## config.mk

```make
export PLATFORM = sky130hd
export DESIGN_NAME = tsr_sensor_regs
export DESIGN_NICKNAME = d
export VERILOG_FILES = /design/src/tsr_conv_timer.v /design/src/tsr_sensor_regs.v
export VERILOG_INCLUDE_DIRS = /design/src /design/src/src
export SDC_FILE = /design/constraint.sdc
export NUM_CORES = 1
export LEC_CHECK = 0
export ABC_AREA = 1
export BUFFER_PORTS_ARGS = -buffer_cell sky130_fd_sc_hd__buf_2
export CORE_MARGIN = 4
export CORE_UTILIZATION = 55
export DETAILED_ROUTE_END_ITERATION = 8
export PLACE_DENSITY_LB_ADDON = 0.12
export SYNTH_ARGS = -nofsm -noshare
export SYNTH_HDL_FRONTEND = slang
export SYNTH_SLANG_ARGS = --single-unit
export TNS_END_PERCENT = 20
```

## constraint.sdc

```tcl
create_clock -name core_clk -period 1.9 [get_ports core_clk]
set_input_delay 0.38 -clock core_clk [delete_from_list [all_inputs] [get_ports core_clk]]
set_output_delay 0.38 -clock core_clk [all_outputs]
set_load 0.03 [all_outputs]
```

## src/tsr_consts.vh

```
// Constants for the two-wire temperature sensor register block.
`ifndef TSR_CONSTS_VH
`define TSR_CONSTS_VH
`define TSR_CMD_READ_TEMPERATURE 8'h00
`define TSR_CMD_CONFIG_ACCESS 8'h01
`define TSR_TEMP_RESET 8'h00
`define TSR_SETUP_RESET 8'h00
`define TSR_STANDBY_BIT 7
`define TSR_READY_BIT 6
`define TSR_ADDR_BASE 5'h13
`define TSR_TEMP_MAX 8'h7f
`define TSR_CONV_TIME_US 125000
`define TSR_CONV_CYCLES (`TSR_CONV_TIME_US * 100)
`define TSR_READY_DELAY 2
`endif

```

## src/tsr_conv_timer.v

```verilog
// Conversion pacing, saturation and data-ready sequencing.
`timescale 1ns/1ps
`default_nettype none
`include "tsr_consts.vh"
module tsr_conv_timer #(
  parameter CONV_CYCLES = `TSR_CONV_CYCLES
) (
  input wire core_clk,
  input wire nrst,
  input wire standby_request,
  input wire signed [9:0] sensor_value,
  output reg [7:0] temp_ff,
  output reg ready_ff
);
  reg [31:0] cnt_ff;
  reg [1:0] ldly_ff;
  wire [31:0] last_cnt;
  wire [7:0] sat_value;
  assign last_cnt = CONV_CYCLES - 1;
  // Values above the representable range saturate at the most positive code.
  assign sat_value = (sensor_value > 10'sd127) ? `TSR_TEMP_MAX :
    (sensor_value < -10'sd128) ? 8'h80 : sensor_value[7:0];
  always @(posedge core_clk or negedge nrst)
  begin
    if (!nrst)
    begin
      cnt_ff <= 32'h0000_0000;
      ready_ff <= 1'b0;
      temp_ff <= `TSR_TEMP_RESET;
      ldly_ff <= 2'h0;
    end
    else if (standby_request)
    begin
      cnt_ff <= 32'h0000_0000;
      ready_ff <= 1'b0;
      ldly_ff <= 2'h0;
    end
    else
    begin
      ldly_ff <= {ldly_ff[0], 1'b0};
      if (cnt_ff == last_cnt)
      begin
        cnt_ff <= 32'h0000_0000;
        ready_ff <= 1'b1;
        ldly_ff <= 2'h1;
      end
      else
        cnt_ff <= cnt_ff + 32'h0000_0001;
      if (ldly_ff[0])
        temp_ff <= sat_value;
    end
  end
endmodule // tsr_conv_timer
`default_nettype wire

```

## src/tsr_sensor_regs.v

```verilog
// Two-wire slave interface and register set of the temperature sensor.
// Operation
// - Ignore bus until start condition seen.
// - Acknowledge only matching seven-bit address.
// - Eighth address bit: one read, zero write.
// - Device pulls data low on ninth clock.
// - Acknowledge data bytes written only to the configuration register.
// - Command 00h temperature, 01h configuration.
// - Standby bit7, ready bit6, reserved zero.
// - Ready clears at reset and standby.
// - Temperature register holds two's-complement result.
// - Results update automatically without requests.
// - One step is one degree Celsius.
// - Every register is eight bits.
// - Temperature loads right after ready rises.
// - Bytes travel most significant bit first.
// - Data changes only while clock low.
`timescale 1ns/1ps
`default_nettype none
`include "tsr_consts.vh"
module tsr_sensor_regs #(
  parameter CONV_CYCLES = `TSR_CONV_CYCLES
) (
  input wire core_clk,
  input wire nrst,
  input wire scl_i,
  input wire sda_i,
  output reg sda_o,
  output reg sda_oe_n,
  input wire address_select_high,
  input wire address_select_low,
  input wire signed [9:0] sensor_value,
  output wire standby_request
);
  localparam ST_IDLE = 6'b000001;
  localparam ST_ADDR = 6'b000010;
  localparam ST_ACK = 6'b000100;
  localparam ST_WRITE = 6'b001000;
  localparam ST_READ = 6'b010000;
  localparam ST_MACK = 6'b100000;
  reg [5:0] state_ff;
  reg [5:0] nxt_state;
  reg [1:0] scl_sync_ff;
  reg [1:0] sda_sync_ff;
  reg scl_d_ff;
  reg sda_d_ff;
  reg [7:0] shift_ff;
  reg [7:0] nxt_shift;
  reg [3:0] bit_ff;
  reg [3:0] nxt_bit;
  reg rw_ff;
  reg nxt_rw;
  reg cmd_phase_ff;
  reg nxt_cmd_phase;
  reg [7:0] cmd_ff;
  reg [7:0] nxt_cmd;
  reg standby_ff;
  reg nxt_standby;
  reg ack_ff;
  reg nxt_ack;
  reg nxt_sda_o;
  reg nxt_sda_oe_n;
  reg [1:0] aa_meta_ff;
  reg [1:0] aa_ff;
  wire [7:0] temp_value;
  wire ready;
  wire scl_s;
  wire sda_s;
  wire scl_rise;
  wire scl_fall;
  wire start_cond;
  wire stop_cond;
  wire [6:0] own_addr;
  function [7:0] read_mux;
    input [7:0] cmd;
    input [7:0] temp;
    input stby;
    input rdy;
    begin
      if (cmd == `TSR_CMD_READ_TEMPERATURE)
        read_mux = temp;
      else if (cmd == `TSR_CMD_CONFIG_ACCESS)
        read_mux = {stby, rdy, 6'h00};
      else
        read_mux = 8'h00;
    end
  endfunction
  assign scl_s = scl_sync_ff[1];
  assign sda_s = sda_sync_ff[1];
  assign scl_rise = scl_s & ~scl_d_ff;
  assign scl_fall = ~scl_s & scl_d_ff;
  assign start_cond = scl_s & scl_d_ff & sda_d_ff & ~sda_s;
  assign stop_cond = scl_s & scl_d_ff & ~sda_d_ff & sda_s;
  assign own_addr = {`TSR_ADDR_BASE, aa_ff};
  assign standby_request = standby_ff;
  tsr_conv_timer #(
    .CONV_CYCLES(CONV_CYCLES)
  ) u_conv (
    .core_clk(core_clk),
    .nrst(nrst),
    .standby_request(standby_ff),
    .sensor_value(sensor_value),
    .temp_ff(temp_value),
    .ready_ff(ready)
  );
  always @(posedge core_clk or negedge nrst)
  begin
    if (!nrst)
    begin
      scl_sync_ff <= 2'b11;
      sda_sync_ff <= 2'b11;
      scl_d_ff <= 1'b1;
      sda_d_ff <= 1'b1;
      aa_meta_ff <= 2'b00;
      aa_ff <= 2'b00;
    end
    else
    begin
      scl_sync_ff <= {scl_sync_ff[0], scl_i};
      sda_sync_ff <= {sda_sync_ff[0], sda_i};
      scl_d_ff <= scl_s;
      sda_d_ff <= sda_s;
      aa_meta_ff <= {address_select_high, address_select_low};
      aa_ff <= aa_meta_ff;
    end
  end
  always @*
  begin
    nxt_state = state_ff;
    nxt_shift = shift_ff;
    nxt_bit = bit_ff;
    nxt_rw = rw_ff;
    nxt_cmd_phase = cmd_phase_ff;
    nxt_cmd = cmd_ff;
    nxt_standby = standby_ff;
    nxt_ack = ack_ff;
    nxt_sda_o = sda_o;
    nxt_sda_oe_n = sda_oe_n;
    if (start_cond)
    begin
      nxt_state = ST_ADDR;
      nxt_bit = 4'h0;
      nxt_sda_oe_n = 1'b1;
    end
    else if (stop_cond)
    begin
      nxt_state = ST_IDLE;
      nxt_sda_oe_n = 1'b1;
    end
    else
    begin
      case (state_ff)
        ST_IDLE:
          nxt_sda_oe_n = 1'b1;
        ST_ADDR, ST_WRITE:
        begin
          if (scl_rise)
          begin
            nxt_shift = {shift_ff[6:0], sda_s};
            nxt_bit = bit_ff + 4'h1;
          end
          if (scl_fall && bit_ff == 4'h8)
          begin
            nxt_bit = 4'h0;
            nxt_ack = 1'b1;
            if (state_ff == ST_ADDR)
            begin
              nxt_rw = shift_ff[0];
              nxt_cmd_phase = ~shift_ff[0];
              if (shift_ff[7:1] != own_addr)
                nxt_ack = 1'b0;
            end
            else if (cmd_phase_ff)
            begin
              nxt_cmd = shift_ff;
              nxt_cmd_phase = 1'b0;
            end
            else if (cmd_ff == `TSR_CMD_CONFIG_ACCESS)
              nxt_standby = shift_ff[`TSR_STANDBY_BIT];
            else
              nxt_ack = 1'b0;
            if (nxt_ack)
            begin
              nxt_state = ST_ACK;
              nxt_sda_o = 1'b0;
              nxt_sda_oe_n = 1'b0;
            end
            else
              nxt_state = ST_IDLE;
          end
        end
        ST_ACK:
        begin
          if (scl_fall)
          begin
            if (rw_ff)
            begin
              nxt_state = ST_READ;
              nxt_shift = read_mux(cmd_ff, temp_value, standby_ff, ready);
              nxt_sda_o = nxt_shift[7];
              nxt_sda_oe_n = 1'b0;
            end
            else
            begin
              nxt_state = ST_WRITE;
              nxt_sda_oe_n = 1'b1;
            end
          end
        end
        ST_READ:
        begin
          if (scl_fall)
          begin
            nxt_bit = bit_ff + 4'h1;
            if (bit_ff == 4'h7)
            begin
              nxt_state = ST_MACK;
              nxt_sda_oe_n = 1'b1;
              nxt_bit = 4'h0;
            end
            else
            begin
              nxt_shift = {shift_ff[6:0], 1'b0};
              nxt_sda_o = shift_ff[6];
            end
          end
        end
        ST_MACK:
        begin
          if (scl_rise && sda_s)
            nxt_state = ST_IDLE;
          else if (scl_rise)
            nxt_state = ST_ACK;
        end
        default:
          nxt_state = ST_IDLE;
      endcase
    end
  end
  always @(posedge core_clk or negedge nrst)
  begin
    if (!nrst)
    begin
      state_ff <= ST_IDLE;
      shift_ff <= 8'h00;
      bit_ff <= 4'h0;
      rw_ff <= 1'b0;
      cmd_phase_ff <= 1'b0;
      cmd_ff <= `TSR_CMD_READ_TEMPERATURE;
      standby_ff <= 1'b0;
      ack_ff <= 1'b0;
      sda_o <= 1'b1;
      sda_oe_n <= 1'b1;
    end
    else
    begin
      state_ff <= nxt_state;
      shift_ff <= nxt_shift;
      bit_ff <= nxt_bit;
      rw_ff <= nxt_rw;
      cmd_phase_ff <= nxt_cmd_phase;
      cmd_ff <= nxt_cmd;
      standby_ff <= nxt_standby;
      ack_ff <= nxt_ack;
      sda_o <= nxt_sda_o;
      sda_oe_n <= nxt_sda_oe_n;
    end
  end
endmodule // tsr_sensor_regs
`default_nettype wire

```

After elaboration in Yosys (flattened, before gate mapping)
Index checks and enable logic that the tools add are counted.
- $add $sub $neg: 2
- mux-type cells: 57
- reductions and logical operators: 18
- $lt $le $gt $ge: 2
- equality and inequality tests: 28
- bitwise logic cells: 17
- operator list (kind ; number):
    2-to-1 mux 8 bit ; 9
    2-to-1 mux 32 bit ; 2
    2-to-1 mux 6 bit ; 8
    adder 32 x 1 -> 32 bit, second input constant ; 1
    == test 32 x 24 -> 1 bit, second input constant ; 1
    case mux 6 bit (5 select lines) ; 1
    2-to-1 mux 1 bit ; 25
    2-to-1 mux 4 bit ; 6
    != test 4 bit, second input constant ; 6
    case mux 8 bit (3 select lines) ; 1
    AND reduction 6 bit ; 3
    != test 2 bit, second input constant ; 8
    > comparator 10 x 8 -> 1 bit, second input constant ; 1
    < comparator 10 x 8 -> 1 bit, second input constant ; 1
    NOT 1 bit ; 10
    AND reduction 9 bit ; 1
    == test 8 x 1 -> 1 bit, second input constant ; 1
    zero test 8 bit ; 1
    case mux 4 bit (2 select lines) ; 1
    AND reduction 4 bit ; 2
    AND reduction 8 bit ; 1
    bitwise AND 1 bit ; 7
    != test 7 bit ; 1
    AND reduction 7 bit ; 1
    22 further kinds ; 25
- output and inout port bits: 3
- bits in registers: 83
- input port bits: 16

Longest topological paths before layout
- depth in word-level cells: 13
- depth in mapped cells: 11
- mapped depth without buffers: 11

Cells and area by module
A second synthesis with hierarchy kept.
- cells, all modules: 631
- area total of the unflattened synthesis: 4635.7 um^2
- by module, submodules not included (module ; seq. area each (um^2) ; times used ; area each (um^2) ; cells each):
    tsr_conv_timer ; 1051.0 ; 1 ; 2372.3 ; 346
    tsr_sensor_regs ; 1037.2 ; 1 ; 2263.4 ; 285

Worst setup path before layout
No wires, ideal clock.
- path type: reg-to-reg
- start: register sda_sync_ff[1]
- end: register shift_ff[6]
- library setup time: 0.119 ns
- data required time: 1.781 ns
- path slack: 0.350 ns
- stages on the path, launching flop included: 10
- arrival: 1.431 ns
- path buffers: 0
- period minus slack after synthesis: 1.550 ns
- cells stage by stage: dfstp_2 nor2_1 nand2_2 nand2_1 nor2_1 nand2_2 nor2_8 nand2_4 nand2_1 nand2_1
- longest elaborated chain between the ends: 4
- ends and longest elaborated chain (item ; RTL line ; source):
    from (decl) ; tsr_sensor_regs.v:44 ; reg [1:0] sda_sync_ff;
    from (signal assigned) ; tsr_sensor_regs.v:120 ; sda_sync_ff <= {sda_sync_ff[0], sda_i};
    NOT 1 bit ; tsr_sensor_regs.v:92 ; assign start_cond = scl_s & scl_d_ff & sda_d_ff & ~sda_s;
    bitwise AND 1 bit ; tsr_sensor_regs.v:92 ;
    NOT 1 bit (no line) ; - ;
    AND reduction 8 bit (no line) (*) ; - ;
    to (signal assigned) ; tsr_sensor_regs.v:258 ; shift_ff <= nxt_shift;
    to (decl) ; tsr_sensor_regs.v:47 ; reg [7:0] shift_ff;
Every way passes the cells marked *; elsewhere a longest branch is shown, timed or not.
A chain may end at the register's enable or synchronous reset.

Worst setup path after layout
- start: register sda_sync_ff[1]
- end: register shift_ff[5]
Same word-level chain as after synthesis.

==> impl_metrics.env <==
export IMPL_instances_no_fill=747
export IMPL_area_growth_pct=10.10
export IMPL_syn_area_per_cell_um2=7.673
export IMPL_wl_met3_um=422
export IMPL_finalWorstSetupSlack_ps=137.5
export IMPL_grt_max_degree=46
export IMPL_cp_max_fo=10
export IMPL_dr_wl_met2_mm=5.046
export IMPL_dp_cells=730
export IMPL_grt_usage=0.2284
export IMPL_drt_first_iter_violations=193
export IMPL_die_x_um=99.80
export IMPL_worstMarginPinSlew_ps=550.7
export IMPL_port_buffer_count=18
export IMPL_ys_seq_elements=83
export IMPL_required_ps=2170
export IMPL_synth_common_cells="nand2_1 (137), nor2_1 (106), dfrtp_1 (74)"
export IMPL_cts_root_buf="clkbuf_8"
export IMPL_synthArstFlopShare=1.000
export IMPL_powerDensity_nw_per_um2=769.9
export IMPL_dp_hpwl_mm=7.918
export IMPL_holdCritPathClass="in2reg"
export IMPL_routed_via_count=4016
export IMPL_synth_warnings=0
export IMPL_cp_end_kind="flip-flop"
export IMPL_synth_top_area_share=0.3996
export IMPL_crit_family="simple AND/OR/NAND/NOR gates"
export IMPL_power_uw=3928
export IMPL_yosysMostFrequentCell="nand2_1"
export IMPL_io_pins=19
export IMPL_critPathMaxStageDelay_ps=570
export IMPL_diodes=0
export IMPL_ant_nets=0
export IMPL_drt_wl_total_mm=10.53
export IMPL_critPathArrivalTime_ps=2030
export IMPL_yosysTopAreaCell="dfrtp_1"
export IMPL_rsz0062_at_grt="no"
export IMPL_total_leakage_power_uw=0.002465
export IMPL_outcome="finished clean"
export IMPL_die_height_um=99.80
export IMPL_row_count=33
export IMPL_finClkSkew_ps=18.44
export IMPL_clock_latency_ps=370
export IMPL_globalplace_congestion=0.9686
export IMPL_synth_enable_flop_cells=0
export IMPL_tritoncts="yes"
export IMPL_antenna_found_initial=0
export IMPL_peakVddDrop_v=0.0004201
export IMPL_wl_per_cell_um=14.09
export IMPL_syn_num_nets=623
export IMPL_drc=0
export IMPL_core_area_um2=8217
export IMPL_cpMostUsedCell="nand2_1"
export IMPL_maxCapViolations=0
export IMPL_cp_num_buf_inv=0
export IMPL_finalHoldViolCount=0
export IMPL_cts_setup_buffers=0
export IMPL_fin_setup_tns_ps=0
export IMPL_fillers=719
export IMPL_syn_inst=604
export IMPL_finalCritPeriodShare=0.9276
export IMPL_synth_ff_type="dfrtp_1"
export IMPL_clkSlewWorstSetupHoldPaths_ps=100
export IMPL_die_area_um2=9959
export IMPL_path_cells="nor2_1 -> nand2_2 -> nand2_1 -> nor2_1 -> nand2_2 -> nor2_8 -> nand2_4 -> nand2_1 -> nand2_1"
export IMPL_drive_gt1_frac=0.1464
export IMPL_syn_cell_area_um2=4634
export IMPL_vias_per_cell=5.376
export IMPL_gr_total_overflow=0
export IMPL_grt_pass1_vias=3943
export IMPL_timing_slew_headroom=0.6312
export IMPL_htree_levels=3
export IMPL_cts_made_buffers=9
export IMPL_synth_seq_area_share=0.4506
export IMPL_clock_fmax_ghz=0.5674
export IMPL_pre_cts_slack_ps=163.7
export IMPL_yosys_top_cells_area="dfrtp_1 (40%), nand2_1 (11%), nor2_1 (8.6%)"
export IMPL_slowest_stage="dfstp_2"
export IMPL_ys_types=35
export IMPL_start_kind="flip-flop"
export IMPL_clockBufferDepth=2
export IMPL_fin_nets=656
export IMPL_setup_viol=0
export IMPL_start_util=0.5640
export IMPL_top_layer_used="met4"
export IMPL_drt_first_pass_iters=5
export IMPL_criticalPathCategory="reg2reg"
export IMPL_maxSlewViolCount=0
export IMPL_wl_met1_mm=4.803
export IMPL_layout_min_cycle_time_ps=1763
export IMPL_grt_first_pass_wirelength_mm=18.33
export IMPL_cts_num_sinks=83
-- placed cells by master (no fill, tap or decap), drive strengths merged, types with 2 or more instances in the layout --
| cell | count |
|---|---|
| nand2 | 147 |
| nor2 | 117 |
| inv | 81 |
| dfrtp | 74 |
| nand3 | 64 |
| buf | 25 |
| nor3 | 21 |
| o21ai | 21 |
| xor2 | 16 |
| o22ai | 14 |
| nand4 | 14 |
| clkbuf | 9 |
| dfstp | 9 |
| a21oi | 7 |
| xnor2 | 3 |
| o21bai | 3 |
| o211ai | 3 |
| ha | 3 |
| nor3b | 2 |
| a31oi | 2 |
| nor4 | 2 |
| clkinvlp | 2 |
-- per-layer routing --
metal  vias up  track usage
met1      1879       0.3072
met4         0      0.08508
met5         -            0
li1       2021            -
met2        95       0.3704
met3        21      0.04170
-- kinds of logic (layout without fill, tap and decap cells) --
logic type               count (synthesis)  after routing  share of synthesized area
XOR/XNOR                                19             19                    0.03591
adder cells (fa/ha/maj)                  3              3                   0.008100
flip-flops                              83             83                     0.4506
AND/OR/NAND/NOR                        368            368                     0.3674
buffers and inverters                   81            119                    0.06830
AO/OA/AOI/OAI                           50             50                    0.06965
-- sequential cells by signal, summed over array words and instances (netlist names) --
name             count
sda_sync_ff          2
scl_sync_ff          2
u_conv.cnt_ff       32
u_conv.ldly_ff       1
rw_ff                1
sda_d_ff             1
scl_d_ff             1
u_conv.temp_ff       8
u_conv.ready_ff      1
sda_oe_n             1
state_ff             6
standby_request      1
sda_o                1
aa_ff                2
bit_ff               4
aa_meta_ff           2
cmd_phase_ff         1
cmd_ff               8
shift_ff             8
-- power breakdown --
| part | leakage [µW] | internal [µW] | switching [µW] |
|---|---|---|---|
| Combinational | 0.00131 | 231 | 437 |
| Sequential | 0.00106 | 1890 | 105 |
| Clock | 0.0000922 | 512 | 750 |
-- final cells by class --
cell class	instances	area (µm²)	share of cell area
Clock buffer	9	123.9	0.02428
Clock inverter	7	66.31	0.01300
Inverter	77	290.3	0.05689
Multi-Input combinational cell	440	2235	0.4380
Sequential cell	83	2088	0.4093
Tap cell	105	131.4	0.02575
Timing Repair Buffer	26	167.7	0.03286
-- worst register-to-register path: cells and delay by family (launching register included) --
family           cells  cell delay [ps]
DFF                  1              570
and+or+nand+nor      9             1090
-- timing repair --
action                                  CTS  global route
endpoints found under the hold margin    14             0
resized for setup                         0             1
hold buffers                              1             0
endpoints found under the setup margin    0             7
-- final timing paths --
| kind | slack, ps | cells past startpoint | startpoint | endpoint |
|---|---|---|---|---|
| worst max-delay path | 140 | 9 | sda_sync_ff[1] | shift_ff[5] |
| worst min-delay path | 100 | 1 | scl_i | scl_sync_ff[0] |
| worst max register to register | 140 | 9 | sda_sync_ff[1] | shift_ff[5] |
| worst min register to register | 360 | 0 | sda_sync_ff[0] | sda_sync_ff[1] |
| max in group asynchronous | 840 | 3 | nrst | scl_sync_ff[1] |
| min in group asynchronous | 440 | 2 | nrst | state_ff[4] |
-- metrics by stage --
stage	hold slack [ps]	instance area [µm²]	utilization
global placement	288.1	4897	0.5960
global route	81.89	5102	0.6210
detailed placement	295.6	4897	0.5960
floorplan	84.41	4634	-
finish	97.26	5102	0.6210
CTS	87.17	5097	0.6204
Power figures use the tool's default switching activity.
